<file path="config.mk">
export PLATFORM = sky130hd
export DESIGN_NAME = timer_b_channel
export DESIGN_NICKNAME = d
export VERILOG_FILES = /design/src/rtl/timer_b_pkg.sv /design/src/rtl/input_edge_sync.sv /design/src/rtl/timer_b_channel.sv
export SDC_FILE = /design/constraint.sdc
export NUM_CORES = 1
export LEC_CHECK = 0
export BUFFER_PORTS_ARGS = -buffer_cell sky130_fd_sc_hd__buf_2
export CAP_MARGIN = 20
export CORE_MARGIN = 1
export CORE_UTILIZATION = 31
export CTS_CLUSTER_DIAMETER = 50
export DETAILED_ROUTE_END_ITERATION = 8
export GPL_ROUTABILITY_DRIVEN = 0
export GPL_TIMING_DRIVEN = 0
export HOLD_SLACK_MARGIN = 0.06
export PLACE_DENSITY = 0.48
export SYNTH_ARGS = -nofsm -noshare
export SYNTH_HDL_FRONTEND = slang
export SYNTH_SLANG_ARGS = --single-unit
export TNS_END_PERCENT = 10
</file>
<file path="constraint.sdc">
create_clock -name pclk -period 2.7 [get_ports pclk]
set_input_delay 0.81 -clock pclk [delete_from_list [all_inputs] [get_ports pclk]]
set_output_delay 0.81 -clock pclk [all_outputs]
set_load 0.05 [all_outputs]
</file>
<file path="src/rtl/timer_b_pkg.sv">
// Shared constants for the event counter and pulse measurement timer channel
package timer_b_pkg;
  // Register byte offsets
  localparam logic [7:0] START_REG_OFFSET = 8'h00;
  localparam logic [7:0] MODE_REG_OFFSET = 8'h04;
  localparam logic [7:0] COUNT_REG_OFFSET = 8'h08;
  localparam logic [7:0] IRQ_CTRL_OFFSET = 8'h0c;
  // Start register fields
  localparam int START_PRESCALE_F2_BIT = 0;
  localparam int RUN_BIT_LOW = 5;
  localparam int RUN_BIT_HIGH = 7;
  // Mode register fields
  localparam int MODE_FIELD_LOW_BIT = 0;
  localparam int EDGE_SELECT_LOW_BIT = 2;
  localparam int EVENT_SOURCE_BIT = 4;
  localparam int OVERFLOW_FLAG_BIT = 5;
  localparam int CLOCK_SELECT_LOW_BIT = 6;
  localparam logic [7:0] MODE_WRITE_MASK = 8'hdf;
  // Interrupt control register field
  localparam int IRQ_REQUEST_FLAG_BIT = 3;
  // Reset values
  localparam logic [7:0] START_REG_RESET = 8'h00;
  localparam logic [7:0] MODE_REG_RESET = 8'h00;
  localparam logic [15:0] COUNT_RESET = 16'h0000;
  // Mode field encodings
  localparam logic [1:0] MODE_TIMER = 2'h0;
  localparam logic [1:0] MODE_EVENT = 2'h1;
  localparam logic [1:0] MODE_MEASURE = 2'h2;
  // Edge select encodings
  localparam logic [1:0] EDGE_FALLING = 2'h0;
  localparam logic [1:0] EDGE_RISING = 2'h1;
  localparam logic [1:0] EDGE_BOTH = 2'h2;
  // Count clock select encodings
  localparam logic [1:0] CLK_F1_F2 = 2'h0;
  localparam logic [1:0] CLK_F8 = 2'h1;
  localparam logic [1:0] CLK_F32 = 2'h2;
  localparam logic [1:0] CLK_FC32 = 2'h3;
  // Prescaler masks, tick when all masked bits are one
  localparam int PRESCALE_WIDTH = 5;
  localparam logic [4:0] PRESCALE_F2_MASK = 5'h01;
  localparam logic [4:0] PRESCALE_F8_MASK = 5'h07;
  localparam logic [4:0] PRESCALE_F32_MASK = 5'h1f;
  localparam int SYNC_STAGES = 2;
  typedef enum logic [1:0] {
    PHASE_STOPPED,
    PHASE_ARMED,
    PHASE_RUNNING
  } phase_type;
endpackage : timer_b_pkg

</file>
<file path="src/rtl/input_edge_sync.sv">
// Two-stage synchroniser and edge detector for the channel input pin
`timescale 1ns/1ps
module input_edge_sync (
  // Clock and reset
  input wire logic pclk,
  input wire logic presetn,
  // Asynchronous pin
  input wire logic pin_async,
  // Same-clock edge pulses
  output logic rise_pulse,
  output logic fall_pulse
);
  logic meta_q;
  logic sync_q;
  logic prev_q;

  // First stage feeds only the second stage
  always_ff @(posedge pclk or negedge presetn) begin
    if (!presetn) begin
      meta_q <= 1'b0;
      sync_q <= 1'b0;
    end else begin
      meta_q <= pin_async;
      sync_q <= meta_q;
    end
  end

  always_ff @(posedge pclk or negedge presetn) begin
    if (!presetn) begin
      prev_q <= 1'b0;
      rise_pulse <= 1'b0;
      fall_pulse <= 1'b0;
    end else begin
      prev_q <= sync_q;
      rise_pulse <= sync_q & ~prev_q;
      fall_pulse <= ~sync_q & prev_q;
    end
  end
endmodule : input_edge_sync

</file>
<file path="src/rtl/timer_b_channel.sv">
// Timer channel: event counter and pulse period/width measurement over APB
//
// Contract
// Event mode counts selected pin edges or neighbour channel overflow/underflow events.
// Event mode decrements per event; underflow reloads, keeps counting, requests interrupt.
// Event mode divides the event rate by count value plus one.
// Channel counts only while its run bit, bits 5-7 of a start register, is set.
// Event mode count register read returns the live counter.
// Event mode write loads counter and reload until first event, then reload only.
// Software configures the input pin port as input before counting on it.
// Measurement counter clocked by f1, f2, f8, f32 or subclock divided by 32.
// Measurement counts up, captures into reload at effective edge, restarts from zero.
// Measurement edges request interrupt, except the first edge after start.
// Measurement overflow requests interrupt and sets the overflow flag together.
// Mode register write after a later count tick clears overflow flag; run stays set.
// Measurement count register read returns the reload register measurement.
// Measurement read value is undefined before the second effective edge.
// Measurement mode writes to count register change neither reload nor counter.
// Edge select 00 measures falling-to-falling period, 10 measures both widths.
// Interrupt request flag holds until accepted or written to zero by software.
// Two-bit mode field selects timer, event counter or measurement operation; here mode 00 (timer) leaves the counter stopped.
// Input is synchronised and edge-detected before acting on the counter.
// Measurement counter signals overflow on wrap from all ones to zero.
`timescale 1ns/1ps
module timer_b_channel import timer_b_pkg::*; #(
  parameter int RUN_BIT = 5,
  parameter int CNT_WIDTH = 16
) (
  // APB clock and reset
  input wire logic pclk,
  input wire logic presetn,
  // APB slave
  input wire logic [7:0] paddr,
  input wire logic psel,
  input wire logic penable,
  input wire logic pwrite,
  input wire logic [31:0] pwdata,
  input wire logic [3:0] pstrb,
  output logic [31:0] prdata,
  output logic pready,
  output logic pslverr,
  // Count sources
  input wire logic channel_input_pin,
  input wire logic neighbour_event,
  input wire logic subclock_tick,
  // Interrupt controller side
  input wire logic irq_accept,
  output logic irq_request,
  // Events for the following channel
  output logic underflow_event,
  output logic overflow_event
);
  if (RUN_BIT < RUN_BIT_LOW || RUN_BIT > RUN_BIT_HIGH) begin : g_bad_run_bit
    $error("RUN_BIT must lie between 5 and 7");
  end
  if (CNT_WIDTH != 16) begin : g_bad_width
    $error("CNT_WIDTH must be 16");
  end

  function automatic logic tick_hit(input logic [4:0] div, input logic [4:0] mask);
    tick_hit = &(div | ~mask);
  endfunction : tick_hit

  function automatic logic [7:0] lane_merge(input logic [7:0] old_v, input logic [7:0] new_v,
                                            input logic strobe);
    lane_merge = strobe ? new_v : old_v;
  endfunction : lane_merge

  logic [7:0] start_q;
  logic [7:0] mode_q;
  logic [CNT_WIDTH-1:0] counter_q;
  logic [CNT_WIDTH-1:0] reload_q;
  logic [4:0] prescale_q;
  logic ovf_armed_q;
  logic irq_flag_q;
  phase_type phase_q;
  logic pin_rise;
  logic pin_fall;

  // Access decode
  logic setup_phase;
  logic access_phase;
  logic wr_access;
  logic addr_hit;
  logic wr_start;
  logic wr_mode;
  logic wr_count;
  logic wr_irq;
  assign setup_phase = psel & ~penable;
  assign access_phase = psel & penable;
  assign addr_hit = (paddr == START_REG_OFFSET) || (paddr == MODE_REG_OFFSET) ||
                    (paddr == COUNT_REG_OFFSET) || (paddr == IRQ_CTRL_OFFSET);
  assign wr_access = access_phase & pwrite & addr_hit;
  assign wr_start = wr_access & (paddr == START_REG_OFFSET) & pstrb[0];
  assign wr_mode = wr_access & (paddr == MODE_REG_OFFSET) & pstrb[0];
  assign wr_count = wr_access & (paddr == COUNT_REG_OFFSET) & (|pstrb[1:0]);
  assign wr_irq = wr_access & (paddr == IRQ_CTRL_OFFSET) & pstrb[0];
  assign pready = 1'b1;
  assign pslverr = access_phase & ~addr_hit;

  // Field views
  logic run;
  logic [1:0] mode_field;
  logic [1:0] edge_select;
  logic event_from_neighbour;
  logic [1:0] clock_select;
  logic event_mode;
  logic measure_mode;
  assign run = start_q[RUN_BIT];
  assign mode_field = mode_q[MODE_FIELD_LOW_BIT +: 2];
  assign edge_select = mode_q[EDGE_SELECT_LOW_BIT +: 2];
  assign event_from_neighbour = mode_q[EVENT_SOURCE_BIT];
  assign clock_select = mode_q[CLOCK_SELECT_LOW_BIT +: 2];
  assign event_mode = (mode_field == MODE_EVENT);
  assign measure_mode = (mode_field == MODE_MEASURE);

  input_edge_sync u_input_sync (
    .pclk(pclk),
    .presetn(presetn),
    .pin_async(channel_input_pin),
    .rise_pulse(pin_rise),
    .fall_pulse(pin_fall)
  );

  // Edge qualification
  logic pin_edge;
  logic count_event;
  logic measure_edge;
  always_comb begin
    case (edge_select)
      EDGE_FALLING: pin_edge = pin_fall;
      EDGE_RISING: pin_edge = pin_rise;
      default: pin_edge = pin_rise | pin_fall;
    endcase
  end
  assign count_event = run & event_mode &
                       (event_from_neighbour ? neighbour_event : pin_edge);
  assign measure_edge = run & measure_mode & pin_edge;

  // Prescaler runs freely so tick phase does not depend on start timing
  always_ff @(posedge pclk or negedge presetn) begin
    if (!presetn) begin
      prescale_q <= '0;
    end else begin
      prescale_q <= prescale_q + 5'h01;
    end
  end

  logic count_tick;
  always_comb begin
    case (clock_select)
      CLK_F1_F2: count_tick = start_q[START_PRESCALE_F2_BIT] ?
                              tick_hit(prescale_q, PRESCALE_F2_MASK) : 1'b1;
      CLK_F8: count_tick = tick_hit(prescale_q, PRESCALE_F8_MASK);
      CLK_F32: count_tick = tick_hit(prescale_q, PRESCALE_F32_MASK);
      CLK_FC32: count_tick = subclock_tick;
      default: count_tick = 1'b0;
    endcase
  end

  logic measure_tick;
  logic measure_wrap;
  logic event_underflow;
  assign measure_tick = run & measure_mode & count_tick;
  assign measure_wrap = measure_tick & ~measure_edge & (&counter_q);
  assign event_underflow = count_event & (counter_q == '0);

  // Start phase tracking per run period
  always_ff @(posedge pclk or negedge presetn) begin
    if (!presetn) begin
      phase_q <= PHASE_STOPPED;
    end else begin
      case (phase_q)
        PHASE_STOPPED: begin
          // An edge in the very first run cycle is already the first one
          if (run && (count_event || measure_edge)) begin
            phase_q <= PHASE_RUNNING;
          end else if (run) begin
            phase_q <= PHASE_ARMED;
          end
        end
        PHASE_ARMED: begin
          if (!run) begin
            phase_q <= PHASE_STOPPED;
          end else if (count_event || measure_edge) begin
            phase_q <= PHASE_RUNNING;
          end
        end
        PHASE_RUNNING: if (!run) phase_q <= PHASE_STOPPED;
        default: phase_q <= PHASE_STOPPED;
      endcase
    end
  end

  // Start register
  always_ff @(posedge pclk or negedge presetn) begin
    if (!presetn) begin
      start_q <= START_REG_RESET;
    end else if (wr_start) begin
      start_q <= pwdata[7:0];
    end
  end

  // Mode register and overflow flag; a new overflow wins over the clear
  always_ff @(posedge pclk or negedge presetn) begin
    if (!presetn) begin
      mode_q <= MODE_REG_RESET;
    end else begin
      if (wr_mode) begin
        mode_q[7:6] <= pwdata[7:6];
        mode_q[4:0] <= pwdata[4:0];
      end
      if (measure_wrap) begin
        mode_q[OVERFLOW_FLAG_BIT] <= 1'b1;
      end else if (wr_mode && ovf_armed_q && run) begin
        mode_q[OVERFLOW_FLAG_BIT] <= 1'b0;
      end
    end
  end

  // Clear is only allowed once a count tick has passed since the flag was set
  always_ff @(posedge pclk or negedge presetn) begin
    if (!presetn) begin
      ovf_armed_q <= 1'b0;
    end else if (measure_wrap || !mode_q[OVERFLOW_FLAG_BIT]) begin
      ovf_armed_q <= 1'b0;
    end else if (measure_tick) begin
      ovf_armed_q <= 1'b1;
    end
  end

  // Counter and reload register
  logic early_write;
  logic [CNT_WIDTH-1:0] write_value;
  assign early_write = (phase_q != PHASE_RUNNING) & ~count_event;
  assign write_value = {lane_merge(reload_q[15:8], pwdata[15:8], pstrb[1]),
                        lane_merge(reload_q[7:0], pwdata[7:0], pstrb[0])};

  always_ff @(posedge pclk or negedge presetn) begin
    if (!presetn) begin
      counter_q <= COUNT_RESET;
    end else if (measure_mode) begin
      if (measure_edge) begin
        counter_q <= '0;
      end else if (measure_tick) begin
        counter_q <= counter_q + 16'h0001;
      end
    end else if (event_mode && wr_count && early_write) begin
      counter_q <= write_value;
    end else if (count_event) begin
      if (event_underflow) begin
        counter_q <= reload_q;
      end else begin
        counter_q <= counter_q - 16'h0001;
      end
    end else if (!event_mode && wr_count && early_write) begin
      counter_q <= write_value;
    end
  end

  // In measurement mode writes are ignored and the reload holds the capture
  always_ff @(posedge pclk or negedge presetn) begin
    if (!presetn) begin
      reload_q <= COUNT_RESET;
    end else if (measure_mode) begin
      if (measure_edge) begin
        reload_q <= counter_q;
      end
    end else if (wr_count) begin
      reload_q <= write_value;
    end
  end

  // Interrupt request flag; hardware set wins over accept or software clear
  logic irq_set;
  assign irq_set = event_underflow | measure_wrap |
                   (measure_edge & (phase_q == PHASE_RUNNING));
  always_ff @(posedge pclk or negedge presetn) begin
    if (!presetn) begin
      irq_flag_q <= 1'b0;
    end else if (irq_set) begin
      irq_flag_q <= 1'b1;
    end else if (irq_accept) begin
      irq_flag_q <= 1'b0;
    end else if (wr_irq) begin
      irq_flag_q <= irq_flag_q & pwdata[IRQ_REQUEST_FLAG_BIT];
    end
  end
  assign irq_request = irq_flag_q;

  // Event pulses for the neighbouring channel
  always_ff @(posedge pclk or negedge presetn) begin
    if (!presetn) begin
      underflow_event <= 1'b0;
      overflow_event <= 1'b0;
    end else begin
      underflow_event <= event_underflow;
      overflow_event <= measure_wrap;
    end
  end

  // Read data captured in the setup cycle, so the access phase needs no wait
  logic [31:0] read_mux;
  always_comb begin
    read_mux = 32'h00000000;
    case (paddr)
      START_REG_OFFSET: read_mux[7:0] = start_q;
      MODE_REG_OFFSET: read_mux[7:0] = mode_q;
      COUNT_REG_OFFSET: read_mux[15:0] = measure_mode ? reload_q : counter_q;
      IRQ_CTRL_OFFSET: read_mux[IRQ_REQUEST_FLAG_BIT] = irq_flag_q;
      default: read_mux = 32'h00000000;
    endcase
  end

  always_ff @(posedge pclk or negedge presetn) begin
    if (!presetn) begin
      prdata <= 32'h00000000;
    end else if (setup_phase && !pwrite) begin
      prdata <= read_mux;
    end
  end
endmodule : timer_b_channel

</file>
# Word level (Yosys, flattened, before mapping)
# Cells that the tools add are included.
# classes
n_bitwise	35
add_sub_neg	3
reduce_logical	33
mux	34
n_eq_ne	17
# op_table
operator	count
$mux 16	11
$and 1x1->1	26
$mux 8	3
$add 16x1->16 const B	1
$eq 8x4->1 const B	2
$logic_not 16->1	1
$reduce_and 16->1	1
$sub 16x1->16 const B	1
$pmux 4 s3	1
$mux 2	5
$mux 1	9
$pmux 3 s3	1
$eq 2x1->1 const B	4
$eq 2x2->1 const B	4
$eq 8x3->1 const B	1
$logic_and 1x1->1	8
$logic_not 8->1	1
$pmux 1 s4	2
$logic_not 2->1	3
$ne 3x3->1 const B	2
$not 1->1	6
$pmux 2 s3	1
$reduce_and 3->1	2
$reduce_bool 2->1	3
13 further kinds	23
# word_totals
ff_bits	80
in_bits	53

# Logic depth before layout (Yosys ltp)
# depth
word_depth	13
depth_mapped	10
ltp_nobuf	8

# Hierarchy
# A second synthesis with hierarchy kept.
# unflattened
cells_unflattened	566
area_unflattened_um2	4977.3
# by_module_without_submodules
module	instances	area_each_um2	cells_each
timer_b_channel	1	4837.1	559
input_edge_sync	1	140.1	7

# Least setup slack after synthesis
# Ideal clock, no wire load.
# synth_timing
path_kind	input-to-reg
startpoint	input pstrb[1]
endpoint	register counter_q[0]
setup_time_ps	140
path_stages	8
required_time_ps	2560
t_arrival_ps	2415
setup_slack_ps	144
path_cell_list	buf_2 -> nor2_1 -> or3_1 -> nor4_1 -> o22ai_2 -> buf_6 -> a2111oi_0 -> a211oi_1
# synth_between
elab_chain_cells	6
word_cells_on_any_way	10
# synth_rtl
item	line_no	text
start: declaration	timer_b_channel.sv:38	input wire logic [3:0] pstrb,
$reduce_or 2->1 (*)	timer_b_channel.sv:96	assign wr_count = wr_access & (paddr == COUNT_REG_OFFSET) & (|pstrb[1:0]);
$and 1x1->1 (*)	timer_b_channel.sv:96	
$logic_and 1x1->1 (on tied branches) (2 in a row)	timer_b_channel.sv:248, timer_b_channel.sv:256	
$reduce_bool 4->1 (no source line) or $mux 16 (tied branches)	n/a	
$reduce_and 2->1 (no source line) or $mux 16 (tied branches)	n/a	
end signal: assignment	timer_b_channel.sv:246	counter_q <= counter_q + 16'h0001;
end signal: assignment	timer_b_channel.sv:249	counter_q <= write_value;
end signal: assignment	timer_b_channel.sv:252	counter_q <= reload_q;
end: declaration	timer_b_channel.sv:71	logic [CNT_WIDTH-1:0] counter_q;
# Every way passes the cells marked *; elsewhere a longest branch is shown, timed or not.
# A chain may end at the register's enable or synchronous reset.

# Worst setup path in the final report
# layout_timing
startpoint	input paddr[5]
endpoint	output pslverr
# layout_between
elab_chain_cells	6
word_cells_on_any_way	9
# layout_rtl
item	line_no	text
start: declaration	timer_b_channel.sv:33	input wire logic [7:0] paddr,
$eq 8x3->1 or $logic_not 8->1 (tied branches)	timer_b_channel.sv:91	assign addr_hit = (paddr == START_REG_OFFSET) || (paddr == MODE_REG_OFFSET) ||
$logic_or 1x1->1 (2 in a row)	timer_b_channel.sv:91	
$logic_or 1x1->1 (*)	timer_b_channel.sv:92	(paddr == COUNT_REG_OFFSET) || (paddr == IRQ_CTRL_OFFSET);
$not 1->1 (*)	timer_b_channel.sv:99	assign pslverr = access_phase & ~addr_hit;
$and 1x1->1 (*)	timer_b_channel.sv:99	
end: declaration	timer_b_channel.sv:41	output logic pslverr,
# Marked as above.

==> metrics <==
outcome=completed; clock buffer depth=2; Starting Density=32.2%; Die Wd=128 um; Finished Layout Cells=845; WL final=16000 um; mux cell area share after synthesis=8.74%; FFs w/ async S/R, synth=100%; WP data arrival=1.79 ns; share of post-route cells with drive strength above 1=22.6%; Die Area=0.0165 mm2; simple-gate area share of the yosys netlist=19.0%; Clk Latency, worst-skew pair=0.35 ns; Yosys top cell by area=dfrtp_1; mapped cell area=0.00495 mm2; Final Hold Viols=0; area taken by flip-flops and latches=0.00200 mm2; area taken by multi-input logic gates=0.00272 mm2; final slew viol count=0; clk sinks=80; DRT Pass-1 Iters=5; overall routing resource usage=20.1%; Rows=45; largest net degree at the start of global routing=59; Top FF cell, synth=dfrtp_1; Crit Path Max Fanout=4; DRC viols=0; Num CTS Buffers=9; vias in the first global route=4553; #FFs+latches synth=80; TritonCTS clock tree=done; antenna violation net count after detailed routing=0; EDFF count, synth=0; Hold-fix buffers, CTS=0; # diodes=0; Synth Instances=549; Via Count=4659; largest family of logic cells by synthesized area=compound AO/OA/AOI/OAI gates; Tot Pwr=3050 uW; syn avg cell area=9.02 um2; floorplan core area=0.0154 mm2; final core occ=38.6%; GRT overflow=0; count of final setup violators=0; IO buf count=52; xor/xnor cell area share of the yosys netlist=1.41%; final net count=688; Fmax=385 MHz; adder-cell share of the synthesized area=1.52%; Worst-Margin Slew=0.791 ns; final clock period utilization by the worst path=96.3%; fill count=1579; Min Hold Slack=0.360 ns; DIE HEIGHT=128 um; post-detail-place hpwl=12200 um; Setup Slack @ Placement=-0.371 ns; worst min-delay path class=in2async; WP data required=1.89 ns; first-pass GRT wire length=25400 um; compound-gate portion of the synthesized area=21.5%; root buf cell=clkbuf_16; sequential area share after synthesis=40.4%; RSZ-0062 raised after global routing=yes; Final min period=2.60 ns; Synth top area share=40.4%; I/O pins=90; Crit. End Element=primary output; warnings from Yosys=0; max_slew headroom=47.0%; Unique masters post-synth=64; pwr/cell area=514 mW/mm2; Max VDD drop=0.278 mV; drt wl/cell=18.9 um; Crit Path Category=in2out; drt first-iter violations=407; Placed Cells=830; Area contributors post-synth=dfrtp_1 (40%), mux2_2 (5.9%), nand2_1 (4.2%); final worst clock skew=0.00866 ns; synthesis-to-layout area growth=19.9%; Pleak=0.00262 uW; # Max-Cap Violations=0; Setup Buffers After CTS=0; Reg clk slew, reported paths=0.07 ns; number of H-tree levels=3; routed vias/inst=5.51; initial antenna violation count=0; R2R depth=7; worst setup margin=0.0993 ns; CP Launch Type=input pin
## synth_stat cells, types with 7 or more instances
cell type   n
o21ai_0    37
nand3_1    19
clkbuf_1   27
buf_2      11
mux2_2     26
a2bb2oi_1  17
a21oi_1    30
nor2b_1     9
nand2_1    56
mux2i_1    14
nand4_1     7
buf_4      17
inv_1      13
and3_1      8
o22ai_1    22
nor3_1      9
nor2_1     33
a311oi_1    8
dfrtp_1    80
or3_1       7
## layer usage
metal	global-route usage (%)	wire length, um
met2	30.7	7110
met1	28.0	7320
met3	3.83	1110
met4	8.17	416
met5	0	0
## cells in the final DEF, fill, tap and decap left out, types with 13 or more instances in the layout
cell type  synthesis  routed
a21oi_1           30      30
a2bb2oi_1         17      17
buf_2             11      63
buf_4             17      19
clkbuf_1          27      26
conb_1             2      17
dfrtp_1           80      80
inv_1             13      13
mux2_2            26      26
mux2i_1           14      14
nand2_1           56      56
nand3_1           19      19
nor2_1            33      33
o21ai_0           37      37
o22ai_1           22      22
## metrics by stage
stage	TNS (ns)	instance area (um2)
finish	0	5940
global route	-0.0339	5940
CTS	0	5890
detailed placement	-7.41	5580
global placement	-15.87	5530
floorplan	0	5010
## registers in the layout (all words and copies together), names as in the netlist
register	cells
counter_q	16
irq_request	1
mode_q	8
overflow_event	1
ovf_armed_q	1
phase_q	2
prdata	16
prescale_q	5
reload_q	16
start_q	8
u_input_sync.fall_pulse	1
u_input_sync.meta_q	1
u_input_sync.prev_q	1
u_input_sync.rise_pulse	1
u_input_sync.sync_q	1
underflow_event	1
## cells by family after synthesis
| logic type | after synthesis |
|---|---|
| AO/OA/AOI/OAI | 159 |
| buffers and inverters | 71 |
| adder cells (fa/ha/maj) | 6 |
| other | 2 |
| multiplexers | 40 |
| flip-flops | 80 |
| XOR/XNOR | 8 |
| AND/OR/NAND/NOR | 183 |
## final timing paths
path | from | endpoint | slack, ns
max in group asynchronous | presetn | prescale_q[3] | 1.72
min in group pclk | u_input_sync.meta_q | u_input_sync.sync_q | 0.36
min | presetn | counter_q[9] | 0.36
min reg2reg | u_input_sync.meta_q | u_input_sync.sync_q | 0.36
max | paddr[5] | pslverr | 0.1
max reg2reg | mode_q[4] | counter_q[2] | 0.11
## layout make-up
type / instances / area share [%]
multi-input combinational: 413 / 45.7
timing repair buffer: 55 / 5.10
clock inverter: 6 / 1.16
inverter: 13 / 0.821
tap: 211 / 4.44
sequential: 80 / 33.7
clock buffer: 10 / 3.85
buffer: 57 / 5.18
## timing repair
action                                 in CTS  in global routing
resized for setup                           3                 10
pin swaps                                   0                  1
endpoints found under the hold margin       0                  0
setup endpoints to repair                  15                 28
## worst max-delay path, cell delays in order
cell,delay (ns)
buf_2,0.11
nor4_4,0.31
nand2_1,0.14
and3_1,0.21
buf_2,0.21
## power breakdown
group	total [uW]	internal, uW	switching [uW]
Sequential	1270	1240	36.7
Clock	1260	722	536
Combinational	523	183	340
Power figures use the tool's default switching activity.
